`src/hw/nsz_defs.svh`:
```
// Notes on behaviour
// RULE1: in-place swap exchanges byte nibbles and writes result to same address.
// RULE2: swap-to-acc loads swapped nibbles into accumulator, memory stays unmodified.
// RULE3: none of these instructions changes any status flag.
// RULE4: byte test rewrites same value, skips next instruction when byte is zero.
// RULE5: a taken skip inserts a dummy cycle, instruction takes three cycles.
// RULE6: copy test loads byte into accumulator, skips when byte is zero.
// RULE7: bit test skips when selected bit is zero, memory and flags untouched.
// RULE8: bit index is a 3-bit field selecting bit 0 to 7.
`ifndef NSZ_DEFS_SVH
`define NSZ_DEFS_SVH
`define NSZ_DATA_W 8
`define NSZ_NIB_W 4
`define NSZ_BIT_W 3
`define NSZ_SKIP_CYC 3
`define NSZ_PLAIN_CYC 1
`endif

```
`src/hw/nsz_pkg.sv`:
```
package nsz_pkg;
    typedef enum logic [2:0]
    {
        NSZ_OP_NONE,
        NSZ_OP_SWAP,
        NSZ_OP_SWAPA,
        NSZ_OP_SZ,
        NSZ_OP_SZA,
        NSZ_OP_SZBIT
    } nsz_op_type;

    typedef struct packed
    {
        logic valid;
        nsz_op_type op;
        logic [2:0] bit_sel;
        logic [7:0] mem_data;
    } nsz_req_type;

    typedef struct packed
    {
        logic mem_we;
        logic [7:0] mem_wdata;
        logic acc_we;
        logic [7:0] acc_wdata;
    } nsz_wr_type;
endpackage

```
`src/hw/nsz_exec.sv`:
```
`timescale 1ns/10ps
`default_nettype none
`include "nsz_defs.svh"
module nsz_exec
    import nsz_pkg::*;
#(
    // operand geometry
    parameter int DATA_W = `NSZ_DATA_W,
    parameter int NIB_W = `NSZ_NIB_W,
    parameter int BIT_W = `NSZ_BIT_W
)
(
    // clock and reset
    input wire logic sys_clk,
    input wire logic resetn,
    // decoded instruction with operand byte
    input wire nsz_req_type req,
    output logic busy,
    // write-back to memory and accumulator
    output nsz_wr_type wr,
    // skip control toward program counter
    output logic skip,
    output logic dummy,
    output logic done,
    // status flags kept unchanged
    output logic flags_we
);
    // ------------------------------------------------------------
    // parameter checks
    // ------------------------------------------------------------
    if (DATA_W != $bits(req.mem_data))
    begin : g_bad_data_w
        $error("data width must match the operand byte");
    end
    if (NIB_W * 2 != DATA_W)
    begin : g_bad_nib_w
        $error("nibble width must be half the data width");
    end
    if (2 ** BIT_W != DATA_W)
    begin : g_bad_bit_w
        $error("bit index width must reach every data bit");
    end

    // ------------------------------------------------------------
    // datapath
    // ------------------------------------------------------------
    typedef enum logic [1:0] {ST_IDLE, ST_FETCH, ST_DUMMY} nsz_state_type;
    nsz_state_type state_r;
    nsz_state_type state_nxt;
    nsz_wr_type wr_r;
    nsz_wr_type wr_nxt;
    logic skip_r;
    logic done_r;

    wire logic take = req.valid && state_r == ST_IDLE;
    wire logic [DATA_W-1:0] swapped = {req.mem_data[NIB_W-1:0], req.mem_data[DATA_W-1:NIB_W]}; // RULE1 RULE2
    wire logic byte_zero = req.mem_data == 8'h00; // RULE4 RULE6
    wire logic [DATA_W-1:0] bit_low;
    for (genvar gi = 0; gi < DATA_W; gi++)
    begin : g_bit_sel
        assign bit_low[gi] = req.bit_sel == BIT_W'(gi) && !req.mem_data[gi]; // RULE8
    end
    wire logic bit_zero = |bit_low; // RULE7
    wire logic is_swap = req.op == NSZ_OP_SWAP;
    wire logic is_swapa = req.op == NSZ_OP_SWAPA;
    wire logic is_sz = req.op == NSZ_OP_SZ;
    wire logic is_sza = req.op == NSZ_OP_SZA;
    wire logic is_szb = req.op == NSZ_OP_SZBIT;
    wire logic want_skip = ((is_sz || is_sza) && byte_zero) || (is_szb && bit_zero); // RULE4 RULE6 RULE7

    always_comb
    begin
        wr_nxt = '0;
        if (take)
        begin
            wr_nxt.mem_we = is_swap || is_sz; // RULE1 RULE4
            wr_nxt.mem_wdata = is_swap ? swapped : req.mem_data; // RULE1 RULE4
            wr_nxt.acc_we = is_swapa || is_sza; // RULE2 RULE6
            wr_nxt.acc_wdata = is_swapa ? swapped : req.mem_data; // RULE2 RULE6
        end
    end

    // ------------------------------------------------------------
    // skip sequencer
    // ------------------------------------------------------------
    always_comb
    begin
        state_nxt = state_r;
        case (state_r)
            ST_IDLE: if (take && want_skip) state_nxt = ST_FETCH; // RULE5
            ST_FETCH: state_nxt = ST_DUMMY;
            ST_DUMMY: state_nxt = ST_IDLE;
            default: state_nxt = ST_IDLE;
        endcase
    end

    // ------------------------------------------------------------
    // registers
    // ------------------------------------------------------------
    wire logic is_none = req.op == NSZ_OP_NONE;
    wire logic skip_nxt = take && want_skip; // RULE4 RULE6 RULE7
    wire logic done_nxt = (take && !want_skip && !is_none) || state_r == ST_DUMMY; // RULE5

    always_ff @(posedge sys_clk)
    begin
        if (!resetn)
        begin
            state_r <= ST_IDLE;
        end
        else
        begin
            state_r <= state_nxt;
        end
    end

    always_ff @(posedge sys_clk)
    begin
        if (!resetn)
        begin
            wr_r <= '0;
        end
        else
        begin
            wr_r <= wr_nxt;
        end
    end

    always_ff @(posedge sys_clk)
    begin
        if (!resetn)
        begin
            skip_r <= 1'h0;
            done_r <= 1'h0;
        end
        else
        begin
            skip_r <= skip_nxt;
            done_r <= done_nxt;
        end
    end

    assign wr = wr_r;
    assign skip = skip_r;
    assign dummy = state_r == ST_DUMMY; // RULE5
    assign busy = state_r != ST_IDLE;
    assign done = done_r;
    assign flags_we = 1'h0; // RULE3

    // ------------------------------------------------------------
    // instruction cycle count
    // ------------------------------------------------------------
    logic [1:0] cyc_r;
    logic [1:0] cyc_nxt;
    wire logic cyc_start = take && !is_none;

    always_comb
    begin
        cyc_nxt = 2'h0;
        if (cyc_start)
        begin
            cyc_nxt = 2'h1;
        end
        else if (busy)
        begin
            cyc_nxt = cyc_r + 2'h1;
        end
    end

    always_ff @(posedge sys_clk)
    begin
        if (!resetn)
        begin
            cyc_r <= 2'h0;
        end
        else
        begin
            cyc_r <= cyc_nxt;
        end
    end

    // ------------------------------------------------------------
    // checks
    // ------------------------------------------------------------
    a_swap_inplace: assert property (@(posedge sys_clk) disable iff (!resetn) // RULE1
        take && is_swap |=> wr.mem_we && wr.mem_wdata == {$past(req.mem_data[3:0]), $past(req.mem_data[7:4])})
        else $error("in-place swap wrong");
    a_swap_acc: assert property (@(posedge sys_clk) disable iff (!resetn) // RULE2
        take && is_swapa |=> !wr.mem_we && wr.acc_we && wr.acc_wdata[3:0] == $past(req.mem_data[7:4])
            && wr.acc_wdata[7:4] == $past(req.mem_data[3:0]))
        else $error("swap to acc wrong");
    a_flags_hold: assert property (@(posedge sys_clk) disable iff (!resetn) // RULE3
        !flags_we) else $error("flags written");
    a_byte_rewrite: assert property (@(posedge sys_clk) disable iff (!resetn) // RULE4
        take && is_sz |=> wr.mem_we && wr.mem_wdata == $past(req.mem_data) && !wr.acc_we
            && skip == ($past(req.mem_data) == 8'h00))
        else $error("byte test wrong");
    a_skip_three: assert property (@(posedge sys_clk) disable iff (!resetn) // RULE5
        take && want_skip |=> busy ##1 dummy ##1 done && !busy) else $error("skip not three cycles");
    a_copy_acc: assert property (@(posedge sys_clk) disable iff (!resetn) // RULE6
        take && is_sza |=> wr.acc_we && wr.acc_wdata == $past(req.mem_data) && !wr.mem_we)
        else $error("copy test wrong");
    a_bit_test: assert property (@(posedge sys_clk) disable iff (!resetn) // RULE7
        take && is_szb |=> !wr.mem_we && !wr.acc_we && skip == !$past(req.mem_data[req.bit_sel]))
        else $error("bit test wrong");
    a_noskip_one: assert property (@(posedge sys_clk) disable iff (!resetn) // RULE5
        take && !want_skip && is_swap |=> done && !busy) else $error("plain op not single cycle");
    a_skip_cycles: assert property (@(posedge sys_clk) disable iff (!resetn) // RULE5
        done && $past(dummy) |-> cyc_r == 2'(`NSZ_SKIP_CYC))
        else $error("skip instruction cycle count wrong");
    a_plain_cycles: assert property (@(posedge sys_clk) disable iff (!resetn) // RULE5
        done && !$past(dummy) |-> cyc_r == 2'(`NSZ_PLAIN_CYC))
        else $error("plain instruction cycle count wrong");
    a_busy_refuse: assert property (@(posedge sys_clk) disable iff (!resetn) // RULE5
        busy && req.valid |=> !wr.mem_we && !wr.acc_we && !skip)
        else $error("request taken while busy");
    a_skip_dummy: assert property (@(posedge sys_clk) disable iff (!resetn) // RULE5
        skip |-> busy && !dummy ##1 dummy && !skip)
        else $error("dummy slot misplaced");
    a_reset_quiet: assert property (@(posedge sys_clk) // RULE5
        !resetn |=> !busy && !dummy && !skip && !done && wr == '0)
        else $error("outputs active after reset");
    a_one_target: assert property (@(posedge sys_clk) disable iff (!resetn) // RULE2
        !(wr.mem_we && wr.acc_we))
        else $error("memory and accumulator written together");
    a_none_quiet: assert property (@(posedge sys_clk) disable iff (!resetn) // RULE3
        take && is_none |=> wr == '0 && !skip && !done)
        else $error("empty slot had an effect");
endmodule
`default_nettype wire

```
`config.mk`:
```
export PLATFORM = sky130hd
export DESIGN_NAME = nsz_exec
export DESIGN_NICKNAME = d
export VERILOG_FILES = /design/src/hw/nsz_pkg.sv /design/src/hw/nsz_exec.sv
export VERILOG_INCLUDE_DIRS = /design/src /design/src/hw
export SDC_FILE = /design/constraint.sdc
export NUM_CORES = 1
export LEC_CHECK = 0
export BUFFER_PORTS_ARGS = -buffer_cell sky130_fd_sc_hd__buf_2
export CAP_MARGIN = 20
export CORE_MARGIN = 2
export CORE_UTILIZATION = 45
export DETAILED_ROUTE_END_ITERATION = 7
export PLACE_DENSITY = 0.82
export SLEW_MARGIN = 20
export SYNTH_ARGS = -nofsm -noshare
export SYNTH_HDL_FRONTEND = slang
export SYNTH_SLANG_ARGS = --single-unit
```
`constraint.sdc`:
```
create_clock -name sys_clk -period 1.75 [get_ports sys_clk]
set_input_delay 0.2625 -clock sys_clk [delete_from_list [all_inputs] [get_ports sys_clk]]
set_output_delay 0.2625 -clock sys_clk [all_outputs]
set_load 0.005 [all_outputs]
```
# == Word level (Yosys, flattened, before mapping) ==
# Index checks and enable logic that the tools add are counted.
# totals
regBits,22
in_bits,17
out_inout_bits,23
# op_classes
n_eq_ne,15
muxes,4
reduce_logical,36
# op_table
cell,n
3-bit equality test (second input constant),6
8-bit two-way mux,2
1-bit logical AND,14
3-bit by 2-bit equality test with 1-bit output (second input constant),4
1-bit zero test,10
8-bit zero test,1
8-bit OR reduction,1
3-bit by 1-bit equality test with 1-bit output (second input constant),2
3-bit zero test,2
1-bit logical OR,5
2-bit one-hot mux with 2 select lines,1
2-bit by 1-bit equality test with 1-bit output (second input constant),1
2-bit equality test (second input constant),1
2-bit zero test,1
2-bit two-way mux,1
2-bit != test (second input constant),1
2-bit AND reduction,1
2-bit nonzero test,1

# == Logic depth before layout (Yosys ltp) ==
# Gate-level depths: netlist of run 1.
# logic_depth
depth_word,9
ltp_mapped,5
ltp_nobuf,4

# == Worst setup path after synthesis of run 1 ==
# OpenSTA, ideal clock, no wires.
# synth_path
path_type,flip-flop to flip-flop
from,reg state_r[1]
to,"reg done_r, in the netlist done"
setup_time_ps,115
t_arrival_ps,1135
required_ps,1635
slack_ps,500
stages_incl_launch_ff,5
period_less_slack_ps,1250
cell_sequence,dfxtp_1 -> nor2b_1 -> and2_1 -> or4_1 -> o21ba_1
# synth_via
word_cells_on_any_way,6
cone_classes,eq/ne (1); reduce/logical (5)
# synth_rtl
element,line_no,source
from (decl),nsz_exec.sv:48,nsz_state_type state_r;
from (signal assigned),nsz_exec.sv:112,state_r <= state_nxt;
2-bit equality test,n/a,
named net dummy,nsz_exec.sv:23,"output logic dummy,"
1-bit logical OR,nsz_exec.sv:102,wire logic done_nxt = (take && !want_skip && !is_none) || state_r == ST_DUMMY;
to (signal assigned),nsz_exec.sv:138,done_r <= done_nxt;
to (decl),nsz_exec.sv:53,logic done_r;
# The timed path passes the listed nets, and every way through them passes these cells.
# A chain may end at the register's enable or synchronous reset.

# == Worst setup path in the final report of run 1 ==
# layout_path
from,reg state_r[1]
to,out busy
# layout_via
elab_chain_cells,1
# layout_rtl
element,line_no,source
2-bit nonzero test,nsz_exec.sv:145,assign busy = state_r != ST_IDLE;
to (decl),nsz_exec.sv:18,"output logic busy,"
# Every way passes these cells.

==> results of run 1 <==
==> layout by cell type, fill, tap and decap left out <==
master and count:
buf_2 38, dfxtp_1 22, mux2i_1 19, nor2_1 18, nor3b_1 4, nor3_1 3
clkbuf_4 3, and3b_1 2, nor4_1 2, or4_1 2, o22ai_1 2, buf_4 2
or2_2 1, nor2b_1 1, nand4bb_1 1, o211ai_1 1, mux2_1 1, a311o_1 1
nand2_1 1, nand2b_1 1, nor2_4 1, xnor2_1 1, and2_1 1, a21oi_1 1
o21ba_1 1, conb_1 1, clkbuf_8 1
==> power by group <==
| group | leakage, nW | internal [mW] | switching, mW | total [mW] |
|---|---|---|---|---|
| sequential | 0.180 | 0.521 | 0.00457 | 0.526 |
| clock | 0.0210 | 0.127 | 0.149 | 0.276 |
| combinational | 0.349 | 0.0654 | 0.0728 | 0.138 |
| total | 0.550 | 0.714 | 0.226 | 0.940 |
==> sequential cells by signal, indices dropped and copies added, names as in the netlist <==
signal   count
wr          18
state_r      2
done         1
skip         1
==> per-layer routing <==
metal	global-route usage (%)	vias to the layer above
li1	-	401
met1	19.5	369
met2	31.3	29
met3	5.15	2
met4	6.94	0
met5	0	-
==> layout make-up <==
| class | count | area [sq um] |
|---|---|---|
| Fill cell | 188 | 778 |
| Multi-Input combinational cell | 66 | 468 |
| Timing Repair Buffer | 40 | 205 |
| Sequential cell | 22 | 440 |
| Clock buffer | 4 | 36.3 |
| Tap cell | 27 | 33.8 |
==> metrics by stage <==
step / cell area (sq um) / hold WS, ps
2_1_floorplan: 933 / 340
3_3_place_gp: 1150 / 508
3_5_place_dp: 1150 / 519
4_1_cts: 1180 / 191
5_1_grt: 1180 / 188
6_report: 1180 / 194
==> cells in the mapped netlist <==
| cell type | count | area, sq um |
|---|---|---|
| dfxtp_1 | 22 | 440 |
| mux2i_1 | 19 | 190 |
| nor2_1 | 18 | 67.6 |
| nor3b_1 | 4 | 30.0 |
| nor3_1 | 3 | 15.0 |
| and3b_1 | 2 | 17.5 |
| buf_2 | 2 | 10.0 |
| clkbuf_1 | 2 | 7.51 |
| nor4_1 | 2 | 12.5 |
| o22ai_1 | 2 | 12.5 |
| or4_1 | 2 | 15.0 |
| a21oi_1 | 1 | 5.00 |
| a311o_1 | 1 | 10.0 |
| and2_1 | 1 | 6.26 |
| buf_4 | 1 | 7.51 |
| conb_1 | 1 | 3.75 |
| mux2_1 | 1 | 11.3 |
| nand2_1 | 1 | 3.75 |
| nand2b_1 | 1 | 6.26 |
| nand4bb_1 | 1 | 11.3 |
| nor2_4 | 1 | 11.3 |
| nor2b_1 | 1 | 6.26 |
| o211ai_1 | 1 | 7.51 |
| o21ba_1 | 1 | 10.0 |
| or2_2 | 1 | 6.26 |
| xnor2_1 | 1 | 8.76 |
==> cells by family (layout without fill, tap and decap cells) <==
| logic type | count (synthesis) | count (layout) |
|---|---|---|
| other | 1 | 1 |
| AND/OR/NAND/NOR | 38 | 38 |
| buffers and inverters | 5 | 44 |
| flip-flops | 22 | 22 |
| XOR/XNOR | 1 | 1 |
| AO/OA/AOI/OAI | 6 | 6 |
| multiplexers | 20 | 20 |
==> critical path: cells and delay by family (launching register included) <==
kind                   cells  cell delay, ps
buffers and inverters      1             130
and+or+nand+nor            1             300
DFF                        1             350
==> how the worst max path moves through the flow <==
stage          startpoint  endpoint  slack [ps]  depth (start not counted)
4_1_cts        state_r[1]      busy         390                          2
2_1_floorplan  state_r[1]      done         500                          4
6_report       state_r[1]      busy         410                          2
3_5_place_dp       req[9]      done         320                          5
3_3_place_gp       req[9]      done         350                          4
5_1_grt        state_r[0]      skip         340                          3
==> results_dict.tcl, run 1 <==
set metrics [dict create \
    synth_xor_area_share_pct 0.938 \
    dr_wl_met2_um 971 \
    num_rows 16 \
    synth_cell_types 26 \
    status "finished clean" \
    hold_depth 2 \
    cpMaxStageDelayCell "dfxtp_1" \
    critPathMaxFanout 4 \
    synthSimpleGateAreaFrac_pct 22.4 \
    chipWidth_um 49.5 \
    overflow 0 \
    r2r_cells 3 \
    cp_slowest_stage_delay_ps 350 \
    synthMuxAreaShare_pct 21.6 \
    worstSetupPathType "reg2out" \
    rsz0062_at_grt "false" \
    core_region_area_sq_um 1960 \
    detail-route-antenna-nets 0 \
    die_h_um 49.5 \
    synth_top_family_by_area "simple AND/OR/NAND/NOR gates" \
    netlist_area_sq_um 933 \
    yosys_register_bits 22 \
    timing.final.ws_setup_ps 408 \
    dpl.hpwl_um 1470 \
    tritoncts "built" \
    clk_pin_slew_ps 120 \
    nNetsFinal 150 \
    synthAdderAreaFrac_pct 0 \
    synth_cells 93 \
    powerDensity_nw_per_um2 794 \
    setup_violations 0 \
    fin_crit_ps 1340 \
    cts_setup_buffers 0 \
    drv_slew 0 \
    syn-num-nets 110 \
    gr-usage-all-layers_pct 17.6 \
    ys_seq_area_share_pct 47.2 \
    hold_viol_final 0 \
    met3WireLength_um 129 \
    cts.sinks 22 \
    path_cells "or2_2 > buf_2" \
    grt_max_degree 22 \
    cts-root-buf "clkbuf_4" \
    drt_first_pass_iters 4 \
    portBuffers 38 \
    p_leak_nw 0.550 \
    r2r-start "state_r[0]" \
    grt_pass1_wl_um 3310 \
    dp_cells 155 \
    layout.cells.non_filler 159 \
    start_util_pct 47.6 \
    h-tree-depth 1 \
    first_iter_violations 3 \
    vdd_drop_max_uv 416 \
    cts_resized 0 \
    topRoutingLayerUsed "met4" \
    vias_per_cell 5.04 \
    dpl_worst_slack_ps 321 \
    grt_pass1_vias 776 \
    clock_latency_ps 300 \
    antenna_found_initial 0 \
    crit_path_start_kind "flip-flop" \
    finalCritPeriodShare_pct 76.7 \
    ctsHoldBuffers 0 \
    hp-start "req[11]" \
    maxCapViolCount 0 \
    endpoint_kind "output pin" \
    drc 0 \
    syn2layout_area_growth_pct 26.8 \
    synth_compound_area_share_pct 4.83 \
    dieArea_sq_um 2450 \
    r2r-end "skip" \
    drive_gt1_share_pct 34.8 \
    finalCoreUtilization_pct 60.3 \
    yosysWarnings 0 \
    cts_buffers 3 \
    clk_path_buf_depth 2 \
    ioPinCount 40 \
    routedWlPerCell_um 12.3 \
    cp.required_ps 1490 \
    worst_hold_path_type "in2reg" \
    regToRegSetupSlack_ps 420 \
    skew_ps 1.60 \
    vias 801 \
    max_freq_ghz 0.745 \
    wl_met1_um 834 \
    antenna-diode-count 0 \
    cp.arrival_ps 1080 \
    finalSetupTns_ps 0 \
    finalPower_mw 0.940 \
    holdPathEnd "wr[8]" \
    routed_wl_um 1950 \
    place_congestion 0.832 \
    synth_area_per_cell_sq_um 10.0 \
]
Note: power is estimated with default switching activity, not from simulation.
==> inputs of run 2 (changes only) <==
==> constraint.sdc (replaced) <==
create_clock -name sys_clk -period 1.34 [get_ports sys_clk]
set_input_delay 0.201 -clock sys_clk [delete_from_list [all_inputs] [get_ports sys_clk]]
set_output_delay 0.201 -clock sys_clk [all_outputs]
set_load 0.005 [all_outputs]
==> results_dict.tcl, run 2 (same netlist as run 1, synthesis figures left out) <==
set metrics [dict create \
    layout.cells.non_filler 160 \
    clk_path_buf_depth 2 \
    ioPinCount 40 \
    grt_max_degree 22 \
    num_rows 16 \
    drv_slew 0 \
    skew_ps 3.42 \
    cts-root-buf "clkbuf_4" \
    critPathMaxFanout 4 \
    clk_pin_slew_ps 110 \
    place_congestion 0.828 \
    worstSetupPathType "reg2reg" \
    dpl_worst_slack_ps -45.6 \
    r2r_cells 3 \
    status "finished clean" \
    vias_per_cell 4.92 \
    finalPower_mw 1.17 \
    postPlaceCellArea_sq_um 1160 \
    maxCapViolCount 0 \
    finalCritPeriodShare_pct 99.7 \
    drc 0 \
    worst_hold_path_type "in2reg" \
    p_leak_nw 0.561 \
    dp_cells 157 \
    vias 787 \
    dpl.hpwl_um 1440 \
    powerDensity_nw_per_um2 953 \
    grt_pass1_vias 741 \
    h-tree-depth 1 \
    ctsHoldBuffers 0 \
    routed_wl_um 1950 \
    antenna_found_initial 0 \
    hold_viol_final 0 \
    max_freq_ghz 0.749 \
    setup_violations 0 \
    cts_buffers 3 \
    drt_first_pass_iters 4 \
    fin_area_sq_um 1220 \
    critPathLaunch "state_r[0]" \
    finalSetupTns_ps 0 \
    r2r-end "skip" \
    r2r-start "state_r[0]" \
    dieArea_sq_um 2450 \
    regToRegSetupSlack_ps 4 \
    cp_slowest_stage_delay_ps 530 \
    die_h_um 49.5 \
    start_util_pct 47.6 \
    gr-usage-all-layers_pct 16.2 \
    endpoint_kind "flip-flop" \
    clock_latency_ps 300 \
    routedWlPerCell_um 12.2 \
    fill_cells 177 \
    antenna-diode-count 0 \
    rsz0062_at_grt "true" \
    vdd_drop_max_uv 528 \
    drive_gt1_share_pct 40.6 \
    portBuffers 38 \
    chipWidth_um 49.5 \
    detail-route-antenna-nets 0 \
    crit_path_start_kind "flip-flop" \
    nNetsFinal 152 \
    hold_depth 2 \
    syn2layout_area_growth_pct 31.2 \
    tritoncts "built" \
    largest_reg_flops 18 \
    endpoint "skip" \
    cp.required_ps 1570 \
    core_region_area_sq_um 1960 \
    cpMaxStageDelayCell "or4_4" \
    grt_pass1_wl_um 3110 \
    cp.arrival_ps 1560 \
    final_common_cell "buf_2" \
    layout_common_cells "38 x buf_2, 20 x dfxtp_1, 19 x mux2i_1" \
    timing.final.ws_setup_ps 4.30 \
    path_cells "nand4bb_4 > or4_4 > o22ai_1" \
    fin_crit_ps 1340 \
    first_iter_violations 3 \
    overflow 0 \
    cts.sinks 22 \
]
[run 2: cell count changes in the layout (fill, tap and decap cells not counted), moves of 2 or more]
cell     delta
or4_1       -2
dfxtp_2     +2
or4_4       +2
dfxtp_1     -2
[run 2: final cells by class]
type                       count  area [sq um]  area share, %
sequential                    22           443           36.2
timing repair buffer          42           224           18.3
clock buffer                   3          22.5           1.84
tap                           27          33.8           2.76
multi-input combinational     66           502           41.0
[run 2: stage by stage]
stage          utilization, %  hold WS (ps)
2_1_floorplan               -           278
3_3_place_gp             59.2           459
3_5_place_dp             59.2           459
4_1_cts                  60.4           131
5_1_grt                  62.4           140
6_report                 62.4           135
[run 2: critical path: cells and delay by family, from the launching register on]
kind | cells | cell delay (ps)
AOI/OAI and AO/OA | 1 | 130
DFF | 1 | 360
and+or+nand+nor | 2 | 770
[run 2: power by group]
| group | switching [mW] | leakage [nW] | internal [mW] |
|---|---|---|---|
| sequential | 0.00601 | 0.181 | 0.681 |
| combinational | 0.0999 | 0.366 | 0.0945 |
| clock | 0.182 | 0.0138 | 0.105 |
| total | 0.288 | 0.561 | 0.880 |
[run 2: how the worst min path moves through the flow]
stage	start	to
3_3_place_gp	req[11]	wr[8]
3_5_place_dp	req[11]	wr[8]
2_1_floorplan	req[11]	wr[8]
5_1_grt	req[11]	wr[8]
6_report	req[11]	wr[8]
4_1_cts	req[11]	wr[8]
[run 2: repair_timing]
action / CTS / global route
setup endpoints to repair: 0 / 3
gates resized for setup: 0 / 9
buffers inserted: 0 / 0
[run 2: per-layer routing]
metal / vias to the layer above / global-route usage (%) / wire length [um]
li1: 405 / - / -
met1: 349 / 18.3 / 884
met2: 29 / 28.4 / 913
met3: 4 / 3.94 / 130
met4: 0 / 7.41 / 25
met5: - / 0 / 0
